==> config.mk <==
export PLATFORM = sky130hd
export DESIGN_NAME = rhc_cmd_top
export DESIGN_NICKNAME = d
export VERILOG_FILES = /design/src/rhc_pkg.sv /design/src/rhc_rsp_mem.sv /design/src/rhc_tag_mem.sv /design/src/rhc_cmd_top.sv
export SDC_FILE = /design/constraint.sdc
export NUM_CORES = 1
export LEC_CHECK = 0
export BUFFER_PORTS_ARGS = -buffer_cell sky130_fd_sc_hd__clkbuf_2
export CORE_MARGIN = 2
export CORE_UTILIZATION = 50
export CTS_CLUSTER_SIZE = 28
export DETAILED_ROUTE_END_ITERATION = 7
export GPL_TIMING_DRIVEN = 0
export HOLD_SLACK_MARGIN = 0.06
export PLACE_DENSITY = 0.64
export SLEW_MARGIN = 20
export SYNTH_ARGS = -nofsm -noshare
export SYNTH_HDL_FRONTEND = slang
export SYNTH_SLANG_ARGS = --single-unit
==> constraint.sdc <==
create_clock -name i_core_clk -period 4.6 [get_ports i_core_clk]
set_clock_uncertainty 0.05 [all_clocks]
set_input_delay 0.23 -clock i_core_clk [delete_from_list [all_inputs] [get_ports i_core_clk]]
set_output_delay 0.23 -clock i_core_clk [all_outputs]
set_load 0.02 [all_outputs]
==> src/rhc_pkg.sv <==
// package of constants and types for the host command interpreter
// Functional notes
// - identical-data write that ends normally replies with end code 00 only
// - lock command carries a 16-bit page bitmap, high byte pages f..8, low byte 7..0
// - an all-zero lock bitmap changes nothing and returns the present lock state
// - lock reply is end code 00 then 16-bit status, pages b and c read zero
// - protection holds until reset clears the lock state, and protected pages ignore later writes
// - test command echoes its data bytes after end code 00, same order
// - in continuous mode the next read waits for an acknowledge
// - an acknowledge gets no reply frame
// - negative acknowledge resends the previous reply unchanged
// - stop abandons the command, enters sleep and replies with an end code
// - stop turns the antenna carrier off if it is on
// - identical-data write stores the same four bytes into every selected page that is not locked
package rhc_pkg;
  localparam logic [7:0] CMD_WRITE_SAME = 8'h03;
  localparam logic [7:0] CMD_LOCK = 8'h09;
  localparam logic [7:0] CMD_TEST = 8'h10;
  localparam logic [7:0] CMD_ACK = 8'h11;
  localparam logic [7:0] CMD_NACK = 8'h12;
  localparam logic [7:0] CMD_STOP = 8'h13;
  localparam logic [7:0] END_OK = 8'h00;
  localparam logic [7:0] END_ERR_FRAME = 8'h14;
  localparam logic [7:0] END_ERR_PAGE = 8'h15;
  localparam logic [7:0] END_ERR_CMD = 8'h18;
  localparam logic [15:0] LOCK_FORBID_MASK = 16'h1800;
  localparam logic [15:0] LOCK_RESET = 16'h0000;
  localparam int PAGES = 16;
  localparam int PAGE_BYTES = 4;
  localparam int RSP_DEPTH = 64;
  localparam int RSP_AW = 6;
  typedef enum logic [4:0] {
    ST_IDLE = 5'b00001,
    ST_RX = 5'b00010,
    ST_EXEC = 5'b00100,
    ST_TX = 5'b01000,
    ST_WRITE = 5'b10000
  } rhc_state_type;
endpackage

==> src/rhc_rsp_mem.sv <==
// response buffer memory with registered read data
`timescale 1ns/1ps
module rhc_rsp_mem #(
  parameter int AW = 6
) (
  input wire logic i_core_clk,
  input wire logic i_we,
  input wire logic [AW-1:0] i_waddr,
  input wire logic [7:0] i_wdata,
  input wire logic [AW-1:0] i_raddr,
  output logic [7:0] o_rdata
);
  logic [7:0] mem [0:(1<<AW)-1];
  always_ff @(posedge i_core_clk) begin
    if (i_we) begin
      mem[i_waddr] <= i_wdata;
    end
    // write-through: the end code written on the exec cycle is the first byte read out
    if (i_we && (i_waddr == i_raddr)) begin
      o_rdata <= i_wdata;
    end else begin
      o_rdata <= mem[i_raddr];
    end
  end
endmodule

==> src/rhc_tag_mem.sv <==
// tag page store: sixteen pages of four bytes, lock gating done by the caller
`timescale 1ns/1ps
module rhc_tag_mem (
  input wire logic i_core_clk,
  input wire logic i_we,
  input wire logic [3:0] i_page,
  input wire logic [31:0] i_wdata,
  input wire logic [3:0] i_rpage,
  output logic [31:0] o_rdata
);
  logic [31:0] mem [0:15];
  always_ff @(posedge i_core_clk) begin
    if (i_we) begin
      mem[i_page] <= i_wdata;
    end
    o_rdata <= mem[i_rpage];
  end
endmodule

==> src/rhc_cmd_top.sv <==
// host command interpreter: frame decode, lock table, write, echo, resend, stop
`timescale 1ns/1ps
module rhc_cmd_top
  import rhc_pkg::*;
#(
  parameter int AW = rhc_pkg::RSP_AW
) (
  // clock and reset
  input wire logic i_core_clk,
  input wire logic i_rst_n,
  // command byte stream from host, one byte per valid, last marks frame end
  input wire logic i_rx_valid,
  input wire logic [7:0] i_rx_data,
  input wire logic i_rx_last,
  input wire logic i_cont_mode,
  // response byte stream to host
  output logic o_tx_valid,
  output logic [7:0] o_tx_data,
  output logic o_tx_last,
  input wire logic i_tx_ready,
  // antenna and status
  input wire logic i_carrier_req,
  output logic o_carrier_on,
  output logic o_sleep,
  output logic o_read_allow,
  output logic [15:0] o_lock_state,
  // tag read port
  input wire logic [3:0] i_tag_rpage,
  output logic [31:0] o_tag_rdata
);
  import rhc_pkg::*;

  typedef struct packed {
    rhc_state_type st;
    logic [7:0] cmd;
    logic [AW-1:0] rx_cnt;
    logic [AW-1:0] rsp_len;
    logic [AW-1:0] tx_idx;
    logic tx_pend;
    logic [15:0] pages;
    logic [31:0] wdata;
    logic [3:0] wpage;
    logic [15:0] lock;
    logic sleep;
    logic carrier;
    logic read_allow;
    logic tx_valid;
    logic [7:0] tx_data;
    logic tx_last;
  } rhc_regs_type;

  rhc_regs_type r_ff, nxt_r;
  logic rst_s1_ff, rst_n_ff;
  logic rsp_we;
  logic [AW-1:0] rsp_waddr;
  logic [7:0] rsp_wdata;
  logic [7:0] rsp_rdata;
  logic tag_we;

  function automatic logic [AW-1:0] inc(input logic [AW-1:0] v);
    inc = v + {{(AW-1){1'b0}}, 1'b1};
  endfunction

  // reset release through two flip-flops
  always_ff @(posedge i_core_clk or negedge i_rst_n) begin
    if (!i_rst_n) begin
      rst_s1_ff <= 1'b0;
      rst_n_ff <= 1'b0;
    end else begin
      rst_s1_ff <= 1'b1;
      rst_n_ff <= rst_s1_ff;
    end
  end

  rhc_rsp_mem #(.AW(AW)) u_rsp (
    .i_core_clk(i_core_clk),
    .i_we(rsp_we),
    .i_waddr(rsp_waddr),
    .i_wdata(rsp_wdata),
    .i_raddr(nxt_r.tx_idx),
    .o_rdata(rsp_rdata)
  );

  rhc_tag_mem u_tag (
    .i_core_clk(i_core_clk),
    .i_we(tag_we),
    .i_page(r_ff.wpage),
    .i_wdata(r_ff.wdata),
    .i_rpage(i_tag_rpage),
    .o_rdata(o_tag_rdata)
  );

  always_comb begin
    nxt_r = r_ff;
    rsp_we = 1'b0;
    rsp_waddr = r_ff.rx_cnt;
    rsp_wdata = i_rx_data;
    tag_we = 1'b0;
    nxt_r.tx_valid = 1'b0;
    nxt_r.tx_last = 1'b0;
    if (!r_ff.sleep) begin
      nxt_r.carrier = i_carrier_req;
    end
    case (r_ff.st)
      ST_IDLE: begin
        if (i_rx_valid) begin
          nxt_r.cmd = i_rx_data;
          nxt_r.rx_cnt = {{(AW-1){1'b0}}, 1'b1};
          nxt_r.pages = 16'h0000;
          nxt_r.sleep = 1'b0;
          if (i_rx_last) begin
            nxt_r.st = ST_EXEC;
          end else begin
            nxt_r.st = ST_RX;
          end
        end
      end
      ST_RX: begin
        if (i_rx_valid) begin
          nxt_r.rx_cnt = inc(r_ff.rx_cnt);
          if (r_ff.cmd == CMD_TEST) begin
            rsp_we = 1'b1;
          end
          if (r_ff.rx_cnt == 1 || r_ff.rx_cnt == 2) begin
            nxt_r.pages = {r_ff.pages[7:0], i_rx_data};
          end else if (r_ff.rx_cnt >= 3 && r_ff.rx_cnt <= 6) begin
            nxt_r.wdata = {r_ff.wdata[23:0], i_rx_data};
          end
          if (i_rx_data == CMD_STOP && r_ff.cmd != CMD_TEST) begin
            nxt_r.cmd = CMD_STOP;
          end
          if (i_rx_last) begin
            nxt_r.st = ST_EXEC;
          end
        end
      end
      ST_EXEC: begin
        nxt_r.tx_idx = '0;
        nxt_r.tx_pend = 1'b1;
        nxt_r.st = ST_TX;
        rsp_waddr = '0;
        rsp_we = 1'b1;
        rsp_wdata = END_OK;
        nxt_r.rsp_len = {{(AW-1){1'b0}}, 1'b1};
        case (r_ff.cmd)
          CMD_TEST: begin
            nxt_r.rsp_len = r_ff.rx_cnt;
          end
          CMD_LOCK: begin
            if (r_ff.rx_cnt != 3) begin
              rsp_wdata = END_ERR_FRAME;
            end else if ((r_ff.pages & LOCK_FORBID_MASK) != 16'h0000) begin
              rsp_wdata = END_ERR_PAGE;
            end else begin
              nxt_r.lock = r_ff.lock | r_ff.pages;
              nxt_r.rsp_len = {{(AW-2){1'b0}}, 2'h3};
              nxt_r.st = ST_WRITE;
            end
          end
          CMD_WRITE_SAME: begin
            if (r_ff.rx_cnt != 7) begin
              rsp_wdata = END_ERR_FRAME;
            end else begin
              nxt_r.wpage = 4'h0;
              nxt_r.st = ST_WRITE;
            end
          end
          CMD_ACK: begin
            nxt_r.read_allow = 1'b1;
            nxt_r.tx_pend = 1'b0;
            nxt_r.st = ST_IDLE;
            nxt_r.rsp_len = r_ff.rsp_len;
            rsp_we = 1'b0;
          end
          CMD_NACK: begin
            // keep the previous length too, so the whole reply goes out again
            nxt_r.rsp_len = r_ff.rsp_len;
            rsp_we = 1'b0;
          end
          CMD_STOP: begin
            nxt_r.sleep = 1'b1;
            nxt_r.carrier = 1'b0;
          end
          default: begin
            rsp_wdata = END_ERR_CMD;
          end
        endcase
        if (i_cont_mode && r_ff.cmd != CMD_ACK && r_ff.cmd != CMD_NACK) begin
          nxt_r.read_allow = 1'b0;
        end
      end
      ST_WRITE: begin
        if (r_ff.cmd == CMD_LOCK) begin
          // status written after the end code, pages b and c masked
          rsp_we = 1'b1;
          rsp_waddr = r_ff.wpage == 4'h0 ? {{(AW-2){1'b0}}, 2'd1} : {{(AW-2){1'b0}}, 2'd2};
          rsp_wdata = r_ff.wpage == 4'h0 ? r_ff.lock[15:8] & ~LOCK_FORBID_MASK[15:8]
                                        : r_ff.lock[7:0];
          nxt_r.wpage = r_ff.wpage + 4'h1;
          if (r_ff.wpage == 4'h1) begin
            nxt_r.wpage = 4'h0;
            nxt_r.st = ST_TX;
          end
        end else begin
          // locked pages keep their contents
          tag_we = r_ff.pages[r_ff.wpage] && !r_ff.lock[r_ff.wpage];
          nxt_r.wpage = r_ff.wpage + 4'h1;
          if (r_ff.wpage == 4'hf) begin
            nxt_r.st = ST_TX;
          end
        end
      end
      ST_TX: begin
        nxt_r.tx_valid = r_ff.tx_valid;
        nxt_r.tx_data = r_ff.tx_data;
        nxt_r.tx_last = r_ff.tx_last;
        if (r_ff.tx_pend && (!r_ff.tx_valid || i_tx_ready)) begin
          nxt_r.tx_valid = 1'b1;
          nxt_r.tx_data = rsp_rdata;
          nxt_r.tx_last = inc(r_ff.tx_idx) == r_ff.rsp_len;
          nxt_r.tx_idx = inc(r_ff.tx_idx);
          if (inc(r_ff.tx_idx) == r_ff.rsp_len) begin
            nxt_r.tx_pend = 1'b0;
          end
        end else if (!r_ff.tx_pend && r_ff.tx_valid && i_tx_ready) begin
          nxt_r.tx_valid = 1'b0;
          nxt_r.tx_last = 1'b0;
          nxt_r.st = ST_IDLE;
        end
      end
      default: begin
        nxt_r.st = ST_IDLE;
      end
    endcase
  end

  // register read needs address one cycle early, so tx_idx drives the read port
  always_ff @(posedge i_core_clk or negedge rst_n_ff) begin
    if (!rst_n_ff) begin
      r_ff <= '{st: ST_IDLE, cmd: 8'h00, rx_cnt: '0, rsp_len: '0, tx_idx: '0, tx_pend: 1'b0,
                pages: 16'h0000, wdata: 32'h0000_0000, wpage: 4'h0, lock: LOCK_RESET,
                sleep: 1'b0, carrier: 1'b0, read_allow: 1'b1,
                tx_valid: 1'b0, tx_data: 8'h00, tx_last: 1'b0};
    end else begin
      r_ff <= nxt_r;
    end
  end

  assign o_tx_valid = r_ff.tx_valid;
  assign o_tx_data = r_ff.tx_data;
  assign o_tx_last = r_ff.tx_last;
  assign o_carrier_on = r_ff.carrier;
  assign o_sleep = r_ff.sleep;
  assign o_read_allow = r_ff.read_allow;
  assign o_lock_state = r_ff.lock;
endmodule

==> metrics <==
status=complete, no violations; mux contribution to synthesized area=0.152; first-pass GRT wire length=159000 um; initial antenna violation count=1; post-synthesis sequential element count=1177; switching share of total power=0.241; Post-CTS Setup Bufs=0; first-pass iteration count of the detailed router=6; P_int=18500 uW; Final Wtd Congestion=0.905; H-tree depth=3; fin crit share=0.880; sequence of cells on the critical path=clkbuf_1 -> clkbuf_1 -> inv_1 -> ha_1 -> nand2_1 -> buf_1 -> a21oi_2 -> nor2_1; Pwr per Cell Area=464 mW/mm^2; Initial Util=0.505; Max Clock Freq=0.247 GHz; total core area=0.0901 mm^2; minimum clock period after layout=4.05 ns; nets=2640; vias in the first global route=24200; Syn Nets=2378; DIE AREA=0.0936 mm^2; Max IR drop VDD=388 uV; Slew @ Worst Pin=1.12 ns; final setup TNS=0 ns; All-Layer GR Usage=0.233; synth unique cells=66; cell area after layout=0.0525 mm^2; post-synthesis cell area=0.0456 mm^2; WL/cell=27.7 um; async set or reset register ratio after synthesis=0.0977; Final Setup Violations=0; relative slew slack=0.241; DP Area=0.0485 mm^2; via/cell ratio=6.04; CTS tree=built; Worst Setup Path Type=reg2reg; clock buffer depth=3; WP data arrival=4.32 ns; drt initial violations=2485; class of the worst hold path=reg2async; Die W=306 um; combinational share of power=0.108; Avg Inst Size Synth=19.4 um^2; Synth Area in Compound Gates=0.0352; Clk pin slew, worst setup/hold paths=0.06 ns; TritonCTS Sinks=1177; Final HPWL DP=70100 um; clock share of power=0.385; DRT Wirelength=108000 um; worst reg2reg setup slack=0.55 ns; CTS root buf=clkbuf_16; simple-gate area share of the yosys netlist=0.0364; yosys warns=0; R2R depth=8; Synth Area in Adders=0.00220; io pins=80; row cnt=110; Die Y=306 um; Max Slew Vio Count=0; Net Switching=5870 uW; RSZ-0062 raised after global routing=false; worst reg2reg path endpoint=u_rsp.mem[2][3]; worst r2r src=r_ff[29]; Post-DRT Antenna Nets=0; Area growth, synth to finish=15.3%; GRT overflow=0; Cells after Synth=2351; XOR/XNOR Fraction of Synth Area=0.00288; Setup WS pre-CTS=0.553 ns; WP data required=4.87 ns; worst setup margin=0.552 ns; Seq/Total Area, Yosys=0.755; Hold Vio Cnt, Final=0; Post-synth EDFFs=1024; P_leak=0.0175 uW; Setup crit end kind=flop; PortBufs=76; Setup crit start kind=flop; DRC violations left=0; Vias=23500; Fin Hold WS=0.183 ns; Primary FF master, synth=edfxtp_1; slowest CP cell=nor2_1; Reg power frac=0.506; worst-path maximum fanout=10; clk_lat worst skew=0.69 ns; share of post-route cells with drive strength above 1=0.234; total CTS buffers=115; largest net degree at the start of global routing=52; max-cap check violation count=0; main combinational cell family by area after synthesis=multiplexers; Crit path top cell by count=clkbuf_1; max incr delay on CP=0.74 ns
-- through the flow --
step / cells / util / total power (uW)
detailed placement: 3653 / 0.538 / 15200
floorplan: 2351 / - / 14000
global placement: 3603 / 0.526 / 14900
finish: 3891 / 0.583 / 24400
CTS: 3889 / 0.582 / 24500
global route: 3890 / 0.583 / 25100
-- synthesized netlist by cell type, types with 24 or more instances --
library cell / instances / share of area
nand3_1: 46 / 0.0051
nand2_1: 74 / 0.0061
o21ai_0: 45 / 0.0049
edfxtp_1: 1024 / 0.67
buf_4: 24 / 0.0040
buf_2: 24 / 0.0026
mux2_2: 37 / 0.0091
dfxtp_1: 38 / 0.017
a22oi_1: 70 / 0.012
nor2_1: 109 / 0.0090
mux4_2: 206 / 0.10
mux2i_1: 187 / 0.041
dfrtp_1: 113 / 0.062
clkbuf_1: 74 / 0.0061
-- power by group through the flow --
| stage | registers, uW | clock network, uW | logic, uW |
|---|---|---|---|
| 3_5_place_dp | 12600 | 0 | 2600 |
| 5_1_grt | 12400 | 9960 | 2810 |
| 2_1_floorplan | 12500 | 0 | 1500 |
| 6_report | 12300 | 9390 | 2630 |
| 4_1_cts | 12300 | 9510 | 2630 |
| 3_3_place_gp | 12600 | 0 | 2320 |
-- cell families after synthesis --
kind of cell | Yosys count
adders and majority gates | 8
muxes | 430
buffers and inverters | 166
DFF | 1177
xor gates and xnor gates | 15
AOI/OAI and AO/OA | 220
other | 1
and+or+nand+nor | 334
-- sequential cells by signal (all words and copies together) (netlist names), 8 cells and up, named ones only --
signal	count
u_rsp.mem	512
u_tag.o_rdata	32
r_ff	84
o_tx_data	8
u_tag.mem	512
o_lock_state	16
-- critical path, delay by kind of cell (launching register included) --
kind            cells  cell delay (ns)
simple gates        2             0.86
flops               1             0.38
fa+ha+maj           1             0.28
compound gates      1             0.39
buf+inv             4             1.71
-- layer usage --
| metal | vias up | GRT usage | part of all wire |
|---|---|---|---|
| met4 | 2 | 0.0756 | 0.032 |
| met1 | 12300 | 0.307 | 0.40 |
| met2 | 898 | 0.395 | 0.50 |
| met5 | - | 0 | 0.00013 |
| met3 | 217 | 0.0406 | 0.068 |
| li1 | 10100 | - | - |
-- cell type report --
type | instances | area [um^2]
Timing Repair Buffer | 145 | 1510
Buffer | 144 | 676
Clock inverter | 54 | 564
Tap cell | 1176 | 1470
Fill cell | 6511 | 37600
Sequential cell | 1177 | 34400
Multi-Input combinational cell | 1008 | 10600
Antenna cell | 1 | 2.50
Clock buffer | 164 | 3240
Inverter | 22 | 82.6
-- placed cells by master (no fill, tap or decap), types with 36 or more instances in the layout --
cell / synthesis / routed
dfrtp_1: 113 / 112
mux2i_1: 187 / 187
a22oi_1: 70 / 70
buf_2: 24 / 36
nand2_1: 74 / 74
nor2_1: 109 / 103
mux2_2: 37 / 37
nand3_1: 46 / 45
o21ai_0: 45 / 41
edfxtp_1: 1024 / 1024
clkbuf_1: 74 / 105
mux4_2: 206 / 206
dfxtp_1: 38 / 38
clkbuf_2: 1 / 87
clkbuf_16: 0 / 118
-- worst max path at each step --
| stage | startpoint | to | slack (ns) |
|---|---|---|---|
| 5_1_grt | r_ff[29] | u_rsp.mem[2][1] | 0.27 |
| 3_3_place_gp | r_ff[29] | u_tag.mem[3][14] | -5.21 |
| 3_5_place_dp | r_ff[29] | u_rsp.mem[2][3] | 0.55 |
| 4_1_cts | r_ff[29] | u_rsp.mem[2][3] | 0.52 |
| 6_report | r_ff[29] | u_rsp.mem[2][3] | 0.55 |
| 2_1_floorplan | r_ff[29] | u_tag.mem[2][0] | -0.50 |
-- repair_timing --
item,in CTS,in global routing
hold endpoints to repair,42,0
hold buffers,18,0
resized for setup,0,0
Power figures use the tool's default switching activity.
